==> src/core/rxto_pkg.sv <==
// shared constants for the receive terminal output and loop-back block
package rxto_pkg;

	// register selects on the command port
	localparam logic [2:0] RXTO_REG_OUT_CTRL  = 3'h3;
	localparam logic [2:0] RXTO_REG_LOOP_CTRL = 3'h4;
	localparam int         RXTO_REG_WIDTH     = 5;

	// receive_output_control fields
	localparam int RXTO_OC_CLK_INV_BIT     = 1;
	localparam int RXTO_OC_RX_OFF_BIT      = 2;
	localparam int RXTO_OC_MUTE_BIT        = 3;
	localparam int RXTO_OC_SINGLE_RAIL_BIT = 4;
	localparam logic [4:0] RXTO_OC_WRITE_MASK = 5'h1e;
	localparam logic [4:0] RXTO_OC_RESET      = 5'h00;

	// loopback_and_rate_control fields
	localparam int RXTO_LC_REMOTE_LOOP_BIT = 0;
	localparam int RXTO_LC_LOCAL_LOOP_BIT  = 1;
	localparam int RXTO_LC_E3_BIT          = 2;
	localparam int RXTO_LC_STS1_BIT        = 3;
	localparam logic [4:0] RXTO_LC_WRITE_MASK = 5'h0f;
	localparam logic [4:0] RXTO_LC_RESET      = 5'h00;

	// nominal recovered clock rates, in kHz
	localparam int RXTO_RATE_E3_KHZ   = 34368;
	localparam int RXTO_RATE_DS3_KHZ  = 44736;
	localparam int RXTO_RATE_STS1_KHZ = 51840;

	// data path shape
	localparam int RXTO_FIFO_WIDTH = 2;
	localparam int RXTO_FIFO_DEPTH = 8;

	// synchronised pin vector positions
	localparam int RXTO_PIN_HW_MODE  = 0;
	localparam int RXTO_PIN_CLK_INV  = 1;
	localparam int RXTO_PIN_SINGLE   = 2;
	localparam int RXTO_PIN_RX_OFF   = 3;
	localparam int RXTO_PIN_LOCAL    = 4;
	localparam int RXTO_PIN_REMOTE   = 5;
	localparam int RXTO_PIN_TIP      = 6;
	localparam int RXTO_PIN_RING     = 7;
	localparam int RXTO_PIN_LINE_CLK = 8;
	localparam int RXTO_PIN_TX_POS   = 9;
	localparam int RXTO_PIN_TX_NEG   = 10;
	localparam int RXTO_PIN_TX_CLK   = 11;
	localparam int RXTO_PIN_COUNT    = 12;

	// output stage: idle, clock at launch level, clock at hold level
	typedef enum logic [1:0] {
		RXTO_ST_IDLE   = 2'b00,
		RXTO_ST_LAUNCH = 2'b01,
		RXTO_ST_HOLD   = 2'b11
	} rxto_state_t;

endpackage

==> src/core/rxto_fifo.sv <==
// small synchronous fifo with valid/ready on both sides
`timescale 1ns/1ps
`default_nettype none

module rxto_fifo #(
	parameter int WIDTH = 2,
	parameter int DEPTH = 8
) (
	// clock and reset
	input  wire logic             sys_clk_in,
	input  wire logic             resetn_in,
	// flush
	input  wire logic             flush_in,
	// fill side
	input  wire logic             push_valid_in,
	output logic                  push_ready_out,
	input  wire logic [WIDTH-1:0] push_data_in,
	// drain side
	output logic                  pop_valid_out,
	input  wire logic             pop_ready_in,
	output logic [WIDTH-1:0]      pop_data_out
);

	localparam int AW = $clog2(DEPTH);

	logic [WIDTH-1:0] mem [DEPTH];
	logic [AW:0]      wr_ptr;
	logic [AW:0]      rd_ptr;
	logic             full;
	logic             empty;

	assign full           = (wr_ptr[AW] != rd_ptr[AW]) && (wr_ptr[AW-1:0] == rd_ptr[AW-1:0]);
	assign empty          = (wr_ptr == rd_ptr);
	assign push_ready_out = !full && !flush_in;
	assign pop_valid_out  = !empty && !flush_in;
	assign pop_data_out   = mem[rd_ptr[AW-1:0]];

	always_ff @(posedge sys_clk_in) begin
		if (push_valid_in && push_ready_out) begin
			mem[wr_ptr[AW-1:0]] <= push_data_in;
		end
	end

	always_ff @(posedge sys_clk_in or negedge resetn_in) begin
		if (!resetn_in) begin
			wr_ptr <= '0;
			rd_ptr <= '0;
		end else if (flush_in) begin
			wr_ptr <= '0;
			rd_ptr <= '0;
		end else begin
			if (push_valid_in && push_ready_out) begin
				wr_ptr <= wr_ptr + 1'b1;
			end
			if (pop_valid_out && pop_ready_in) begin
				rd_ptr <= rd_ptr + 1'b1;
			end
		end
	end

endmodule

`default_nettype wire

==> src/core/rxto_channel.sv <==
// one receive channel: rail/clock delivery to the terminal and analog local loop-back
// Notes on behaviour
// - dual rail: positive and negative rails go out with the recovered clock
// - without inversion, rail data changes on the recovered clock rising edge
// - recovered clock follows incoming line rate: E3, DS3 or STS-1 nominal
// - positive line pulse drives positive rail high for one bit period
// - negative line pulse drives negative rail high for one bit period
// - hardware mode: invert pin high launches data on falling clock edge
// - host mode: clock-invert bit D1 inverts the recovered clock against data
// - host mode: single-rail bit D4 gives binary data on positive rail
// - single rail holds the negative rail low constantly
// - hardware mode: single/dual pin low gives dual rail, high single rail
// - hardware mode: shutdown pin high powers receive down, low turns on
// - host mode: shutdown bit D2 powers channel receive down when set
// - analog local loop ignores line inputs, feeds transmit data into receive
// - host mode: local loop bit 1 with remote loop bit 0 selects it
// - hardware mode: local pin high with remote pin low selects it
`timescale 1ns/1ps
`default_nettype none

module rxto_channel (
	// clock and reset
	input  wire logic       sys_clk_in,
	input  wire logic       resetn_in,
	// mode and global pins
	input  wire logic       hardware_mode_in,
	input  wire logic       global_clock_invert_pin_in,
	input  wire logic       global_single_rail_pin_in,
	input  wire logic       receive_shutdown_pin_in,
	input  wire logic       local_loop_select_in,
	input  wire logic       remote_loop_select_in,
	// line receive side
	input  wire logic       line_receive_in_tip_in,
	input  wire logic       line_receive_in_ring_in,
	input  wire logic       line_bit_clock_in,
	// transmit side
	input  wire logic       tx_positive_data_in,
	input  wire logic       tx_negative_data_in,
	input  wire logic       transmit_clock_in,
	output logic            line_transmit_out_tip_out,
	output logic            line_transmit_out_ring_out,
	// command registers
	input  wire logic       reg_write_in,
	input  wire logic [2:0] reg_select_in,
	input  wire logic [4:0] reg_wdata_in,
	output logic [4:0]      reg_rdata_out,
	// terminal side
	output logic            rx_positive_rail_out,
	output logic            rx_negative_rail_out,
	output logic            recovered_clock_out,
	output logic            rx_overrun_out
);

	logic [rxto_pkg::RXTO_PIN_COUNT-1:0] pin_raw;
	logic [rxto_pkg::RXTO_PIN_COUNT-1:0] pin_meta;
	logic [rxto_pkg::RXTO_PIN_COUNT-1:0] pin_sync;
	logic [4:0]                          receive_output_control;
	logic [4:0]                          loopback_and_rate_control;
	logic                                line_clk_q;
	logic                                tx_clk_q;
	logic                                hw_mode;
	logic                                eff_invert;
	logic                                eff_single;
	logic                                eff_off;
	logic                                local_loop;
	logic                                src_edge;
	logic [1:0]                          src_bits;
	logic                                pend_valid;
	logic [1:0]                          pend_bits;
	logic                                push_ready;
	logic                                pop_valid;
	logic                                pop_ready;
	logic [1:0]                          pop_bits;
	rxto_pkg::rxto_state_t               state;
	rxto_pkg::rxto_state_t               next_state;

	assign pin_raw = {transmit_clock_in, tx_negative_data_in, tx_positive_data_in,
		line_bit_clock_in, line_receive_in_ring_in, line_receive_in_tip_in,
		remote_loop_select_in, local_loop_select_in, receive_shutdown_pin_in,
		global_single_rail_pin_in, global_clock_invert_pin_in, hardware_mode_in};

	// every pin is asynchronous to sys_clk_in
	genvar gi;
	generate
		for (gi = 0; gi < rxto_pkg::RXTO_PIN_COUNT; gi++) begin : g_sync
			always_ff @(posedge sys_clk_in or negedge resetn_in) begin
				if (!resetn_in) begin
					pin_meta[gi] <= 1'b0;
					pin_sync[gi] <= 1'b0;
				end else begin
					pin_meta[gi] <= pin_raw[gi];
					pin_sync[gi] <= pin_meta[gi];
				end
			end
		end
	endgenerate

	// command registers, reserved bits read zero
	always_ff @(posedge sys_clk_in or negedge resetn_in) begin
		if (!resetn_in) begin
			receive_output_control    <= rxto_pkg::RXTO_OC_RESET;
			loopback_and_rate_control <= rxto_pkg::RXTO_LC_RESET;
		end else if (reg_write_in) begin
			if (reg_select_in == rxto_pkg::RXTO_REG_OUT_CTRL) begin
				receive_output_control <= reg_wdata_in & rxto_pkg::RXTO_OC_WRITE_MASK;
			end
			if (reg_select_in == rxto_pkg::RXTO_REG_LOOP_CTRL) begin
				loopback_and_rate_control <= reg_wdata_in & rxto_pkg::RXTO_LC_WRITE_MASK;
			end
		end
	end

	always_ff @(posedge sys_clk_in or negedge resetn_in) begin
		if (!resetn_in) begin
			reg_rdata_out <= 5'h00;
		end else begin
			case (reg_select_in)
				rxto_pkg::RXTO_REG_OUT_CTRL: reg_rdata_out <= receive_output_control;
				rxto_pkg::RXTO_REG_LOOP_CTRL: reg_rdata_out <= loopback_and_rate_control;
				default: reg_rdata_out <= 5'h00;
			endcase
		end
	end

	// effective configuration: pins in hardware mode, registers in host mode
	assign hw_mode    = pin_sync[rxto_pkg::RXTO_PIN_HW_MODE];
	assign eff_invert = hw_mode ? pin_sync[rxto_pkg::RXTO_PIN_CLK_INV]
		: receive_output_control[rxto_pkg::RXTO_OC_CLK_INV_BIT];
	assign eff_single = hw_mode ? pin_sync[rxto_pkg::RXTO_PIN_SINGLE]
		: receive_output_control[rxto_pkg::RXTO_OC_SINGLE_RAIL_BIT];
	assign eff_off    = hw_mode ? pin_sync[rxto_pkg::RXTO_PIN_RX_OFF]
		: receive_output_control[rxto_pkg::RXTO_OC_RX_OFF_BIT];
	assign local_loop = hw_mode
		? (pin_sync[rxto_pkg::RXTO_PIN_LOCAL] && !pin_sync[rxto_pkg::RXTO_PIN_REMOTE])
		: (loopback_and_rate_control[rxto_pkg::RXTO_LC_LOCAL_LOOP_BIT]
			&& !loopback_and_rate_control[rxto_pkg::RXTO_LC_REMOTE_LOOP_BIT]);

	// edge detectors read only the second synchroniser stage
	always_ff @(posedge sys_clk_in or negedge resetn_in) begin
		if (!resetn_in) begin
			line_clk_q <= 1'b0;
			tx_clk_q   <= 1'b0;
		end else begin
			line_clk_q <= pin_sync[rxto_pkg::RXTO_PIN_LINE_CLK];
			tx_clk_q   <= pin_sync[rxto_pkg::RXTO_PIN_TX_CLK];
		end
	end

	// transmit data always reaches the line; encoder lives elsewhere
	always_ff @(posedge sys_clk_in or negedge resetn_in) begin
		if (!resetn_in) begin
			line_transmit_out_tip_out  <= 1'b0;
			line_transmit_out_ring_out <= 1'b0;
		end else if (pin_sync[rxto_pkg::RXTO_PIN_TX_CLK] && !tx_clk_q) begin
			line_transmit_out_tip_out  <= pin_sync[rxto_pkg::RXTO_PIN_TX_POS];
			line_transmit_out_ring_out <= pin_sync[rxto_pkg::RXTO_PIN_TX_NEG];
		end
	end

	// bit timing comes from the source clock, so the output rate tracks the line
	always_comb begin
		if (local_loop) begin
			src_edge = pin_sync[rxto_pkg::RXTO_PIN_TX_CLK] && !tx_clk_q;
			src_bits = {pin_sync[rxto_pkg::RXTO_PIN_TX_POS], pin_sync[rxto_pkg::RXTO_PIN_TX_NEG]};
		end else begin
			src_edge = pin_sync[rxto_pkg::RXTO_PIN_LINE_CLK] && !line_clk_q;
			src_bits = {pin_sync[rxto_pkg::RXTO_PIN_TIP], pin_sync[rxto_pkg::RXTO_PIN_RING]};
		end
	end

	// one-bit holding stage; a full fifo stalls it, a second bit then is an overrun
	always_ff @(posedge sys_clk_in or negedge resetn_in) begin
		if (!resetn_in) begin
			pend_valid     <= 1'b0;
			pend_bits      <= 2'b00;
			rx_overrun_out <= 1'b0;
		end else if (eff_off) begin
			pend_valid     <= 1'b0;
			rx_overrun_out <= 1'b0;
		end else begin
			rx_overrun_out <= src_edge && pend_valid && !push_ready;
			if (src_edge && (!pend_valid || push_ready)) begin
				pend_valid <= 1'b1;
				pend_bits  <= src_bits;
			end else if (push_ready) begin
				pend_valid <= 1'b0;
			end
		end
	end

	rxto_fifo #(
		.WIDTH(rxto_pkg::RXTO_FIFO_WIDTH),
		.DEPTH(rxto_pkg::RXTO_FIFO_DEPTH)
	) u_fifo (
		.sys_clk_in    (sys_clk_in),
		.resetn_in     (resetn_in),
		.flush_in      (eff_off),
		.push_valid_in (pend_valid),
		.push_ready_out(push_ready),
		.push_data_in  (pend_bits),
		.pop_valid_out (pop_valid),
		.pop_ready_in  (pop_ready),
		.pop_data_out  (pop_bits)
	);

	// two system cycles per bit: launch phase then hold phase
	assign pop_ready = (state != rxto_pkg::RXTO_ST_LAUNCH) && !eff_off;

	always_comb begin
		next_state = state;
		case (state)
			rxto_pkg::RXTO_ST_IDLE:   next_state = pop_valid && pop_ready ? rxto_pkg::RXTO_ST_LAUNCH
				: rxto_pkg::RXTO_ST_IDLE;
			rxto_pkg::RXTO_ST_LAUNCH: next_state = rxto_pkg::RXTO_ST_HOLD;
			rxto_pkg::RXTO_ST_HOLD:   next_state = pop_valid && pop_ready ? rxto_pkg::RXTO_ST_LAUNCH
				: rxto_pkg::RXTO_ST_IDLE;
			default:                  next_state = rxto_pkg::RXTO_ST_IDLE;
		endcase
		if (eff_off) begin
			next_state = rxto_pkg::RXTO_ST_IDLE;
		end
	end

	always_ff @(posedge sys_clk_in or negedge resetn_in) begin
		if (!resetn_in) begin
			state <= rxto_pkg::RXTO_ST_IDLE;
		end else begin
			state <= next_state;
		end
	end

	// launch level is high unless inverted, so data moves on the chosen edge
	always_ff @(posedge sys_clk_in or negedge resetn_in) begin
		if (!resetn_in) begin
			recovered_clock_out <= 1'b0;
		end else if (eff_off) begin
			recovered_clock_out <= 1'b0;
		end else if (next_state == rxto_pkg::RXTO_ST_LAUNCH) begin
			recovered_clock_out <= !eff_invert;
		end else begin
			recovered_clock_out <= eff_invert;
		end
	end

	// mute enable is only stored here; loss detection sits outside this block
	always_ff @(posedge sys_clk_in or negedge resetn_in) begin
		if (!resetn_in) begin
			rx_positive_rail_out <= 1'b0;
			rx_negative_rail_out <= 1'b0;
		end else if (eff_off) begin
			rx_positive_rail_out <= 1'b0;
			rx_negative_rail_out <= 1'b0;
		end else begin
			if (pop_valid && pop_ready) begin
				rx_positive_rail_out <= eff_single ? (pop_bits[1] | pop_bits[0]) : pop_bits[1];
				rx_negative_rail_out <= !eff_single && pop_bits[0];
			end else if (eff_single) begin
				rx_negative_rail_out <= 1'b0;
			end
		end
	end
endmodule

`default_nettype wire

==> config.mk <==
export PLATFORM = sky130hd
export DESIGN_NAME = rxto_channel
export DESIGN_NICKNAME = d
export VERILOG_FILES = /design/src/core/rxto_pkg.sv /design/src/core/rxto_fifo.sv /design/src/core/rxto_channel.sv
export SDC_FILE = /design/constraint.sdc
export NUM_CORES = 1
export LEC_CHECK = 0
export ABC_AREA = 1
export BUFFER_PORTS_ARGS = -buffer_cell sky130_fd_sc_hd__buf_2
export CELL_PAD_IN_SITES_DETAIL_PLACEMENT = 2
export CELL_PAD_IN_SITES_GLOBAL_PLACEMENT = 2
export CORE_MARGIN = 2
export CORE_UTILIZATION = 38
export CTS_CLUSTER_DIAMETER = 150
export DETAILED_ROUTE_END_ITERATION = 16
export PLACE_DENSITY_LB_ADDON = 0.1
export SLEW_MARGIN = 20
export SYNTH_ARGS = -nofsm -noshare
export SYNTH_HDL_FRONTEND = slang
export SYNTH_HIERARCHICAL = 1
export SYNTH_SLANG_ARGS = --single-unit
==> constraint.sdc <==
create_clock -name sys_clk_in -period 2.49 [get_ports sys_clk_in]
set_clock_uncertainty 0.2 [all_clocks]
set_input_delay 0.249 -clock sys_clk_in [delete_from_list [all_inputs] [get_ports sys_clk_in]]
set_output_delay 0.249 -clock sys_clk_in [all_outputs]
set_load 0.05 [all_outputs]
# [Word-level counts from Yosys, hierarchy flattened]
# Memories as Yosys holds them, arrays and structs flattened.
# Index checks and enable logic that the tools add are counted.
[word_totals] register_bits=58 mem_bits_rw=16 inputBits=23 wordCells=117 n_memories=1
[memory_table] memory="u_fifo.mem" depth=8 word_bits=2 rd=1 rd_ports_with_merged_regs=0 write_ports=1 line_no="rxto_fifo.sv:26" rtl="logic [WIDTH-1:0] mem [DEPTH];"
[classes] n_addsub=2 eq_ne=9 n_mux=28 n_bitwise=2 reduce_logical=35
[ops] operator="$mux W1" n=20
[ops] operator="$mux W4" n=4
[ops] operator="$logic_and A1 B1 Y1" n=14
[ops] operator="$logic_not A1 Y1" n=11
[ops] operator="$pmux W5 S2" n=1
[ops] operator="$add A4 B1 Y4 const B" n=2
[ops] operator="$reduce_and A2 Y1" n=3
[ops] operator="$reduce_bool A3 Y1" n=2
[ops] operator="$eq A2 B1 Y1 const B" n=2
[ops] operator="$eq A4 B4 Y1" n=1
[ops] operator="$mux W2" n=2
[ops] operator="$pmux W2 S2" n=1
[ops] operator="$reduce_bool A2 Y1" n=2
[ops] operator="$eq A3 B2 Y1 const B" n=1
[ops] operator="$eq A3 B3 Y1" n=1
[ops] operator="$eq A3 B3 Y1 const B" n=1
[ops] operator="$eq A2 B2 Y1 const B" n=1
[ops] operator="$logic_not A2 Y1" n=1
[ops] operator="$ne A2 B1 Y1 const B" n=1
[ops] operator="$reduce_or A2 Y1" n=1
[ops] operator="$logic_or A1 B1 Y1" n=1
[ops] operator="$ne A1 B1 Y1" n=1
[ops] operator="$not A1 Y1" n=1
[ops] operator="$or A1 B1 Y1" n=1

# [Depth between registers and ports, before layout]
# Gate-level depths: netlist of run 1.
[depth] depth_word=10 depth_mapped=13 ltp_nobuf=12

# [Hierarchy]
# The synthesis of run 1 kept the hierarchy.
[modules_own_cells] module="rxto_channel" n_inst=1 cells_per_inst=145 area_each_um2=1757.9 seq_area_each_um2=1251.2
[modules_own_cells] module="rxto_fifo" n_inst=1 cells_per_inst=131 area_each_um2=1243.7 seq_area_each_um2=680.7

# [Least setup slack after synthesis of run 1]
# OpenSTA, ideal clock, no wires.
[synth_timing] path_kind="register to register" from="register pin_sync (netlist bit hw_mode)" to="register pend_bits[0]" t_arrival_ns=1.583 path_slack_ns=0.590 stages_incl_launch_ff=12 n_path_buf=1 synth_period_minus_slack_ns=1.900 path_cell_list="dfrtp_1 -> nand2_1 -> nand2_4 -> inv_1 -> clkbuf_1 -> nand2_1 -> inv_1 -> inv_1 -> nand2_1 -> nand2_1 -> nand2_1 -> nand2_1"
[synth_via] elab_chain_cells=6
[synth_rtl] item="start: declaration" line_no="rxto_channel.sv:56" rtl="logic [rxto_pkg::RXTO_PIN_COUNT-1:0] pin_sync;"
[synth_rtl] item="start signal: indexed assignment" line_no="rxto_channel.sv:92" rtl="pin_sync[gi] <= pin_meta[gi];"
[synth_rtl] item="$mux W1" line_no="rxto_channel.sv:131" rtl="assign eff_off = hw_mode ? pin_sync[rxto_pkg::RXTO_PIN_RX_OFF]"
[synth_rtl] item="net eff_off" line_no="rxto_channel.sv:64" rtl="logic eff_off;"
[synth_rtl] item="$logic_not A1 Y1" line_no="rxto_fifo.sv:34" rtl="assign push_ready_out = !full && !flush_in;"
[synth_rtl] item="$logic_and A1 B1 Y1" line_no="rxto_fifo.sv:34"
[synth_rtl] item="net push_ready" line_no="rxto_channel.sv:70" rtl="logic push_ready;"
[synth_rtl] item="$logic_or A1 B1 Y1" line_no="rxto_channel.sv:182" rtl="if (src_edge && (!pend_valid || push_ready)) begin"
[synth_rtl] item="$logic_and A1 B1 Y1" line_no="rxto_channel.sv:182"
[synth_rtl] item="$reduce_and A2 Y1 (no line)"
[synth_rtl] item="end signal: assignment" line_no="rxto_channel.sv:184" rtl="pend_bits <= src_bits;"
[synth_rtl] item="end: declaration" line_no="rxto_channel.sv:69" rtl="logic [1:0] pend_bits;"
# The timed path passes the listed nets, and every way through them passes these cells.
# A chain may end at the register's enable or synchronous reset.

# [Worst setup path in the final report of run 1]
[layout_timing] from="register u_fifo.rd_ptr[0]" to="register recovered_clock_out"
[layout_via] elab_chain_cells=10
[layout_rtl] item="start: declaration" line_no="rxto_fifo.sv:28" rtl="logic [AW:0] rd_ptr;"
[layout_rtl] item="start signal: assignment" line_no="rxto_fifo.sv:56" rtl="rd_ptr <= rd_ptr + 1'b1;"
[layout_rtl] item="$eq A4 B4 Y1" line_no="rxto_fifo.sv:33" rtl="assign empty = (wr_ptr == rd_ptr);"
[layout_rtl] item="$logic_not A1 Y1" line_no="rxto_fifo.sv:35" rtl="assign pop_valid_out = !empty && !flush_in;"
[layout_rtl] item="$logic_and A1 B1 Y1" line_no="rxto_fifo.sv:35"
[layout_rtl] item="net pop_valid" line_no="rxto_channel.sv:71" rtl="logic pop_valid;"
[layout_rtl] item="$logic_and A1 B1 Y1" line_no="rxto_channel.sv:212, rxto_channel.sv:215"
[layout_rtl] item="$mux W1" line_no="rxto_channel.sv:212, rxto_channel.sv:215"
[layout_rtl] item="$pmux W2 S2" line_no="rxto_channel.sv:211" rtl="case (state)"
[layout_rtl] item="$mux W2" line_no="rxto_channel.sv:219" rtl="if (eff_off) begin"
[layout_rtl] item="$eq A2 B1 Y1" line_no="rxto_channel.sv:238" rtl="end else if (next_state == rxto_pkg::RXTO_ST_LAUNCH) begin"
[layout_rtl] item="$mux W1" line_no="rxto_channel.sv:238"
[layout_rtl] item="$mux W1" line_no="rxto_channel.sv:236" rtl="end else if (eff_off) begin"
[layout_rtl] item="end signal: assignment" line_no="rxto_channel.sv:239" rtl="recovered_clock_out <= !eff_invert;"
[layout_rtl] item="end signal: assignment" line_no="rxto_channel.sv:241" rtl="recovered_clock_out <= eff_invert;"
[layout_rtl] item="end: declaration" line_no="rxto_channel.sv:50" rtl="output logic recovered_clock_out,"
# The timed path passes the listed nets, and every way through them passes these cells.

==> results.ini, run 1 <==
[outcome]
status = complete, no violations

[finish]
final_nets = 366
drive_above_1_share_pct = 23.0
finalNonFillerCells = 446
syn2layout_area_growth_pct = 23.5
diodes = 0
utilization_pct = 48.2
fill_cells = 813

[route]
totalWireLength_um = 7570
wl_per_cell_um = 17.0
drc = 0
vias_per_cell = 4.87
drt-initial-drc-count = 68
firstDrtPassIters = 4
route.vias.total = 2170
final_antenna_net_count = 0

[global_route]
grt_first_pass_wirelength_um = 12700
globalRoute.totalOverflow = 0
antenna_found_initial = 0
grt_start_max_net_pins = 59
grtUsageTotal_pct = 19.5
grt_pass1_vias = 2490

[clocking]
cts_tree = built
clk_path_buf_depth = 2
numCtsBuffers = 9
h-tree-depth = 3
clkTransAtPathRegs_ns = 0.09
insertion_delay_ns = 0.35
numClockSinks = 74
cts_root_buffer = clkbuf_8

[worst_setup_path]
r2r_slack_ns = 0.31
critPathRequiredTime_ns = 2.57
critPathKind = flip-flop to flip-flop
crit_path_end_kind = flip-flop
critPathArrivalTime_ns = 2.26
crit_fanout = 13
cp-start-kind = flip-flop

[logic_synthesis]
synth_top_family_by_area = simple AND/OR/NAND/NOR gates
synthXorXnorAreaFrac_pct = 0.875
ys_async_sr_fraction_pct = 78.4
yosys.area.top_type = dfrtp_1
syn_area_sq_um = 3000
synth_edf_count = 16
syn_area_per_cell_sq_um = 10.9
synth_compound_area_share_pct = 6.09
synth_area_leaders = dfrtp_1 48%, edfxtp_1 16%, nand2_1 7.4%, nand3_1 3.3%, inv_1 2.9%
ys_seq_elements = 74
muxShareOfSynthArea_pct = 1.08
synthCells = 276
synth_common_cells = 59 x nand2_1, 58 x dfrtp_1, 23 x inv_1, 22 x nor2_1, 20 x nand3_1
synthSimpleGateAreaFrac_pct = 21.7
ys_types = 34
yosys_warnings = 6
synth_most_common_cell = nand2_1
ys_seq_area_share_pct = 64.4
synth_flop_cell = dfrtp_1
yosys.area_share.adder_pct = 1.67
yosysTopAreaCellShare_pct = 48.4
synth_nets = 303

[pwr]
power.density_nw_per_um2 = 889
leakage_nw = 1.76
irDropWorstVdd_mv = 0.333

[sta]
worstMarginPinSlew_ns = 0.740
hold_violations = 0
fmax_mhz = 459
drv_slew = 0
finalSetupViolations = 0
rsz0062_at_grt = no
fin_crit_ns = 2.18
slew_headroom_pct = 50.7
setup_tns_ns = 0
fin_crit_sh_pct = 87.5

[place]
dp_hpwl_um = 4980
place.detailed.instances = 410
gp_congestion = 0.798
place.port_buffers = 33

[floorplan]
pin_count = 34
die_h_um = 92.9
rows = 32
coreArea_sq_um = 7690
die_w_um = 92.9
start_util_pct = 39.0
dieArea_sq_um = 8630

[job]
drv_cap = 0

[hold_path]
hp-class = input port to flip-flop

-- cells by family (layout without fill, tap and decap cells) --
logic type | after synthesis | after routing
AOI/OAI and AO/OA | 30 | 30
buffers and inverters | 33 | 101
muxes | 3 | 3
and+or+nand+nor | 129 | 129
DFF | 74 | 74
xor gates and xnor gates | 3 | 3
adders and majority gates | 4 | 4
-- layout make-up --
class	count	area (sq um)	area share, %
repair buffers	55	380	10.3
flip-flops and latches	74	1930	52.1
clock buffers	10	138	3.71
inverters	30	113	3.04
multi-input cells	169	943	25.5
clock inverters	6	72.6	1.96
well taps	102	128	3.44
-- state kept, by name, summed over array words and instances, names as in the netlist, 2 cells and up --
signal / cells
u_fifo/mem: 16
pin_meta: 12
pin_sync: 11
reg_rdata_out: 5
loopback_and_rate_control: 4
receive_output_control: 4
u_fifo/rd_ptr: 4
u_fifo/wr_ptr: 4
pend_bits: 2
state: 2
-- cell usage in the layout, fill, tap and decap left out, types with 3 or more instances in the layout --
master	netlist	final
nand4_1	3	3
buf_2	2	33
inv_1	23	23
edfxtp_1	16	16
o22ai_1	4	4
ha_1	4	4
dlygate4sd3_1	0	20
a22o_1	3	3
xor2_1	3	3
nor2_1	22	22
a21oi_1	5	5
dfrtp_1	58	58
nor3_1	5	5
nand2_2	5	5
nand3_1	20	20
o21ai_0	15	15
inv_2	7	7
nand2_1	59	59
clkbuf_8	0	10
-- worst paths after layout --
| path | to | cells after the start | from |
|---|---|---|---|
| max | recovered_clock_out | 11 | u_fifo/rd_ptr[0] |
| min | reg_rdata_out[4] | 3 | reg_select_in[0] |
| max reg2reg | recovered_clock_out | 11 | u_fifo/rd_ptr[0] |
| min reg2reg | pin_sync[7] | 0 | pin_meta[7] |
| max in group asynchronous | u_fifo/wr_ptr[0] | 3 | resetn_in |
| min in group asynchronous | receive_output_control[3] | 3 | resetn_in |
-- routing by layer --
metal  up-vias  part of all wire (%)  GRT usage [%]  routed length, um
li1       1037                     -              -                  -
met1      1087                    44           23.3               3300
met2        33                    52           34.8               3950
met3        13                   2.4           3.09                178
met4         0                   2.0           7.97                151
met5         -                     0              0                  0
-- where the power goes --
part           switching (W)  leakage [nW]  internal, W
combinational       0.000502         0.787     0.000254
clock               0.000497         0.109     0.000505
sequential          0.000147         0.864      0.00139
-- through the flow --
step           hold slack (ns)  power, W  setup slack, ns  cell area [sq um]
2_1_floorplan           -0.247   0.00205            0.590               3000
4_1_cts                 0.0425   0.00333            0.272               3710
6_report                0.0757   0.00329            0.312               3710
3_3_place_gp             0.133   0.00226            0.388               3300
3_5_place_dp             0.136   0.00230            0.273               3300
5_1_grt                 0.0635   0.00348            0.140               3710
-- critical path, cell delays in order, from the launching register on --
cell and delay, ns:
dfrtp_1 0.61, inv_2 0.17, nand2_1 0.10, nand2_1 0.10
and2_4 0.19, a21oi_4 0.17, inv_1 0.09, nor2_4 0.16
nand4_1 0.12, nand2_1 0.08, nand2_1 0.05, nor2_1 0.07
-- repair_timing --
action / in CTS / in global routing
hold buffers: 20 / 0
hold endpoints to repair: 79 / 0
buffers inserted: 0 / 0
gates resized for setup: 0 / 0
No activity file was read; power rests on OpenSTA's default activity.
==> run 2: changes to the inputs <==
- BUFFER_PORTS_ARGS: -buffer_cell sky130_fd_sc_hd__buf_2 -> -buffer_cell sky130_fd_sc_hd__clkbuf_2
==> run 2 against run 1 <==
Clock-buffer cell count unchanged. Largest power group unchanged. Critical path type unchanged. Utilization about the same. First-iteration DRC count down 12%.
==> results.ini, run 2 (synthesized netlist as in run 1, its figures left out) <==
[route]
route.vias.total = 2187  ; +0.78%
totalWireLength_um = 7580  ; about the same
firstDrtPassIters = 4  ; unchanged
drc = 0  ; unchanged
drt-initial-drc-count = 60  ; -12%
final_antenna_net_count = 0  ; unchanged
wl_per_cell_um = 17.0  ; +0.30%
vias_per_cell = 4.91  ; +1.0%

[place]
gp_congestion = 0.778  ; -2.6%
place.port_buffers = 33  ; unchanged
dp_hpwl_um = 5240  ; +5.2%

[clocking]
numClockSinks = 74  ; unchanged
cts_hold_buf = 20  ; unchanged
clk_path_buf_depth = 2  ; unchanged
cts_tree = built
cts_resized = 0  ; unchanged
h-tree-depth = 3  ; unchanged
insertion_delay_ns = 0.36  ; about the same
postCtsSetupBuffers = 0  ; unchanged
numCtsBuffers = 9  ; unchanged
cts_root_buffer = clkbuf_8
clkTransAtPathRegs_ns = 0.09  ; about the same

[finish]
final_cell_mix = 59 x nand2_1, 58 x dfrtp_1, 33 x clkbuf_2, 23 x inv_1, 22 x nor2_1
utilization_pct = 48.2  ; about the same
diodes = 0  ; unchanged
final_common_cell = nand2_1
largest_reg_flops = 16  ; unchanged
final_nets = 365  ; -0.27%
fill_cells = 817  ; +0.49%
syn2layout_area_growth_pct = 23.4  ; about the same
drive_above_1_share_pct = 22.7  ; -0.22 points

[hold_path]
min_path_cells = 3  ; unchanged
hold_start = reg_select_in[1]
hp-class = input port to flip-flop
holdPathEnd = reg_rdata_out[4]

[sta]
finalSetupViolations = 0  ; unchanged
fin_crit_sh_pct = 89.6  ; +2.2 points
worstMarginPinSlew_ns = 0.572  ; -0.169 ns
slew_headroom_pct = 61.9  ; +11 points
setup_tns_ns = 0  ; unchanged
fmax_mhz = 448  ; -2.4%
hold_violations = 0  ; unchanged
rsz0062_at_grt = no
drv_slew = 0  ; unchanged
hold_slack_ns = 0.0379  ; -0.0378 ns
fin_crit_ns = 2.23  ; +0.0542 ns

[pwr]
p_total_w = 0.00326  ; -1.1%
irDropWorstVdd_mv = 0.419  ; +26%
power.density_nw_per_um2 = 879  ; -1.1%
leakage_nw = 1.75  ; -0.66%

[job]
drv_cap = 0  ; unchanged

[global_route]
grtUsageTotal_pct = 19.5  ; about the same
grt_first_pass_wirelength_um = 12600  ; -1.2%
globalRoute.totalOverflow = 0  ; unchanged
grt_start_max_net_pins = 39  ; -34%
antenna_found_initial = 0  ; unchanged
grt_pass1_vias = 2462  ; -1.1%

[floorplan]
coreArea_sq_um = 7690  ; unchanged
pin_count = 34  ; unchanged
die_w_um = 92.9  ; unchanged
dieArea_sq_um = 8630  ; unchanged
die_h_um = 92.9  ; unchanged
start_util_pct = 39.0  ; unchanged
rows = 32  ; unchanged

[worst_setup_path]
crit_fanout = 13  ; unchanged
critPathRequiredTime_ns = 2.55  ; -0.02 ns
r2r_slack_ns = 0.26  ; -0.05 ns
r2r_end = recovered_clock_out
reg2reg_from = u_fifo/rd_ptr[0]
cp-start-kind = flip-flop
r2r_cells = 10  ; -1
critPathArrivalTime_ns = 2.29  ; +0.03 ns
critPathKind = flip-flop to flip-flop
crit_path_end_kind = flip-flop

[outcome]
status = complete, no violations

-- run 2: where the power goes --
group,switching (W),internal (W)
Clock,0.000509,0.000443
Combinational,0.000512,0.000253
Sequential,0.000150,0.00139
Total,0.00117,0.00209
-- run 2: worst max-delay path by stage --
stage                           startpoint                  end  slack, ns  cells after the start
final                     u_fifo/rd_ptr[0]  recovered_clock_out       0.26                     10
after global routing      u_fifo/rd_ptr[0]  recovered_clock_out       0.01                     11
after CTS                 u_fifo/rd_ptr[0]  recovered_clock_out       0.24                     11
after detailed placement  u_fifo/rd_ptr[0]  recovered_clock_out       0.25                     11
after global placement    u_fifo/rd_ptr[0]  recovered_clock_out       0.31                     10
after floorplan                    hw_mode         pend_bits[0]       0.59                     11
-- run 2: per-layer routing --
layer	GRT usage (%)	part of all wire (%)	wire length, um	vias to the layer above
li1	-	-	-	1034
met2	34.9	54	4060	30
met5	0	0	0	-
met3	3.66	2.1	158	12
met1	22.8	43	3230	1111
met4	8.09	1.8	137	0
-- run 2: final cells by class --
class | instances | area, sq um | share of cell area, %
Clock buffer | 10 | 149 | 4.02
Clock inverter | 6 | 55.1 | 1.49
Inverter | 30 | 113 | 3.04
Multi-Input combinational cell | 169 | 943 | 25.5
Sequential cell | 74 | 1930 | 52.1
Tap cell | 102 | 128 | 3.44
Timing Repair Buffer | 54 | 385 | 10.4
-- run 2: through the flow --
step | worst slack [ns] | area [sq um] | instances
after floorplan | 0.590 | 3000 | 276
after global placement | 0.311 | 3300 | 409
after detailed placement | 0.254 | 3300 | 409
after CTS | 0.237 | 3700 | 445
after global routing | 0.0146 | 3700 | 445
final | 0.258 | 3700 | 445
-- run 2: worst max-delay path, cell delays in order (launching register included) --
cell and delay [ns]:
dfrtp_1 0.63, inv_2 0.18, nand2_1 0.10, nand2_1 0.10
and2_4 0.19, a21oi_4 0.19, inv_1 0.10, nor2_4 0.16
nand4_1 0.12, nor2_1 0.12, nor2_1 0.05
==> run 3: changes to the inputs <==
- SETUP_SLACK_MARGIN: not set -> 0.5
==> run 3 against run 2 <==
Combinational power grew 14%. Worst hold slack gained 0.0048 ns. Critical path depth is the same. Sequential cell count is the same. Critical path type unchanged. Largest power group unchanged.
==> results.ini, run 3 (synthesized netlist as in run 1, its figures left out) <==
[outcome]
status = complete, no violations

[sta]
drv_slew = 0  ; unchanged
fin_crit_sh_pct = 76.7  ; -13 points
hold_violations = 0  ; unchanged
fin_crit_ns = 1.91  ; -0.321 ns
rsz0062_at_grt = yes
worstMarginPinSlew_ns = 0.571  ; -0.0000384 ns
setup_tns_ns = 0  ; unchanged
finalSetupViolations = 0  ; unchanged
slew_headroom_pct = 61.9  ; about the same
fmax_mhz = 523  ; +17%

[worst_setup_path]
reg2reg_from = u_fifo/wr_ptr[0]
critical_path.top_delay_family = simple AND/OR/NAND/NOR gates
r2r_end = recovered_clock_out
cp-start-kind = flip-flop
r2r_slack_ns = 0.58  ; +0.32 ns
crit_slowest_cell = dfrtp_2
crit_start = u_fifo/wr_ptr[0]
r2r_cells = 10  ; unchanged
endpoint = recovered_clock_out
path_buf_inv = 2  ; unchanged
critPathKind = flip-flop to flip-flop
path_cells = inv_2, nand2_1, nand2_1, and2_4, a21oi_4, inv_1, nor2_4, nand4_1, nor2_1, nor2_1
crit_path_end_kind = flip-flop
crit_fanout = 5  ; -8
critPathArrivalTime_ns = 1.96  ; -0.33 ns
critPathRequiredTime_ns = 2.54  ; about the same
cp.depth = 10  ; unchanged
worst_path_largest_cell_delay_ns = 0.42  ; -0.21 ns

[clocking]
clkTransAtPathRegs_ns = 0.09  ; about the same
numCtsBuffers = 9  ; unchanged
numClockSinks = 74  ; unchanged
cts_tree = built
insertion_delay_ns = 0.35  ; about the same
cts_root_buffer = clkbuf_8
h-tree-depth = 3  ; unchanged
clk_path_buf_depth = 2  ; unchanged

[pwr]
p_switching_w = 0.00120  ; +2.4%
leakage_nw = 1.78  ; +1.6%
p_clk_share_pct = 28.5  ; -0.7 points
p_comb_share_pct = 26.0  ; +2.5 points
power.density_nw_per_um2 = 882  ; +0.39%
switching_share_pct = 35.9  ; -0.10 points
seqPwrFrac_pct = 45.5  ; -1.8 points
power.internal_w = 0.00215  ; +2.9%
irDropWorstVdd_mv = 0.423  ; +0.82%

[floorplan]
start_util_pct = 39.0  ; unchanged
rows = 32  ; unchanged
coreArea_sq_um = 7690  ; unchanged
die_h_um = 92.9  ; unchanged
pin_count = 34  ; unchanged
die_w_um = 92.9  ; unchanged
dieArea_sq_um = 8630  ; unchanged

[finish]
largest_reg_flops = 16  ; unchanged
final_nets = 373  ; +2.2%
utilization_pct = 49.3  ; +1.1 points
final_common_cell = nand2_1
final_cell_mix = 59 x nand2_1, 52 x dfrtp_1, 33 x clkbuf_2, 22 x inv_1, 22 x nor2_1
drive_above_1_share_pct = 27.4  ; +4.6 points
syn2layout_area_growth_pct = 26.3
diodes = 0  ; unchanged

[place]
place.port_buffers = 33  ; unchanged
dp_hpwl_um = 5240  ; unchanged
gp_congestion = 0.778  ; unchanged

[global_route]
grt_start_max_net_pins = 39  ; unchanged
grt_first_pass_wirelength_um = 12600  ; +0.55%
grtUsageTotal_pct = 19.6  ; +0.10 points
antenna_found_initial = 0  ; unchanged
grt_pass1_vias = 2500  ; +1.5%
globalRoute.totalOverflow = 0  ; unchanged

[route]
route.vias.total = 2205  ; +0.82%
firstDrtPassIters = 4  ; unchanged
drc = 0  ; unchanged
final_antenna_net_count = 0  ; unchanged
totalWireLength_um = 7830  ; +3.4%
wl_per_cell_um = 17.3  ; +1.5%
drt-initial-drc-count = 49  ; -18%
vias_per_cell = 4.87  ; -0.96%

[job]
drv_cap = 0  ; unchanged

[hold_path]
hp-class = input port to flip-flop

-- run 3: area by class of cell --
cell class / instances / area, sq um
Tap cell: 102 / 128
Timing Repair Buffer: 62 / 445
Fill cell: 807 / 3900
Clock inverter: 6 / 55.1
Inverter: 30 / 116
Sequential cell: 74 / 1940
Multi-Input combinational cell: 169 / 958
Clock buffer: 10 / 149
-- run 3: worst min-delay path by stage --
stage | from | end | slack [ns] | cells after the start
2_1_floorplan | resetn_in | hw_mode | -0.25 | 0
3_3_place_gp | resetn_in | loopback_and_rate_control[2] | 0.06 | 1
3_5_place_dp | resetn_in | loopback_and_rate_control[2] | 0.07 | 1
4_1_cts | reg_select_in[1] | reg_rdata_out[4] | 0.01 | 3
5_1_grt | reg_select_in[1] | reg_rdata_out[4] | 0.05 | 3
6_report | reg_select_in[1] | reg_rdata_out[4] | 0.04 | 3
-- run 3: worst register-to-register path: stages (launching register included) --
cell	delay (ns)
dfrtp_2	0.42
inv_2	0.10
nand2_1	0.08
nand2_1	0.09
and2_4	0.19
a21oi_4	0.19
inv_1	0.09
nor2_4	0.16
nand4_1	0.12
nor2_1	0.12
nor2_1	0.05
-- run 3: metrics by stage --
stage                     total power (W)  hold slack (ns)  setup WS (ns)  std cells  cell area, sq um
after floorplan                   0.00205           -0.247          0.590        276              3000
after global placement            0.00228           0.0632          0.311        409              3300
after CTS                         0.00333           0.0131          0.496        449              3740
final                             0.00335           0.0427          0.580        453              3790
after global routing              0.00354           0.0465          0.421        453              3790
after detailed placement          0.00231           0.0663          0.254        409              3300
-- run 3: repair_timing --
| item | CTS | global route |
|---|---|---|
| buffers inserted | 4 | 4 |
| hold endpoints to repair | 40 | 0 |
| setup endpoints to repair | 23 | 10 |
| pin swaps | 0 | 1 |
| hold buffers | 20 | 0 |
| resized for setup | 4 | 6 |
-- run 3: power groups by stage --
stage | registers (W) | logic [W] | clock network, W
global route | 0.00154 | 0.000969 | 0.00103
floorplan | 0.00158 | 0.000470 | 0
finish | 0.00152 | 0.000870 | 0.000953
CTS | 0.00153 | 0.000826 | 0.000980
detailed placement | 0.00157 | 0.000745 | 0
global placement | 0.00156 | 0.000720 | 0
-- run 3: per-layer routing --
| metal | global-route usage [%] | routed length, um | vias up |
|---|---|---|---|
| met5 | 0 | 0 | - |
| met4 | 8.09 | 130 | 0 |
| met3 | 3.66 | 151 | 11 |
| met2 | 35.4 | 4290 | 30 |
| met1 | 22.6 | 3260 | 1114 |
| li1 | - | - | 1050 |
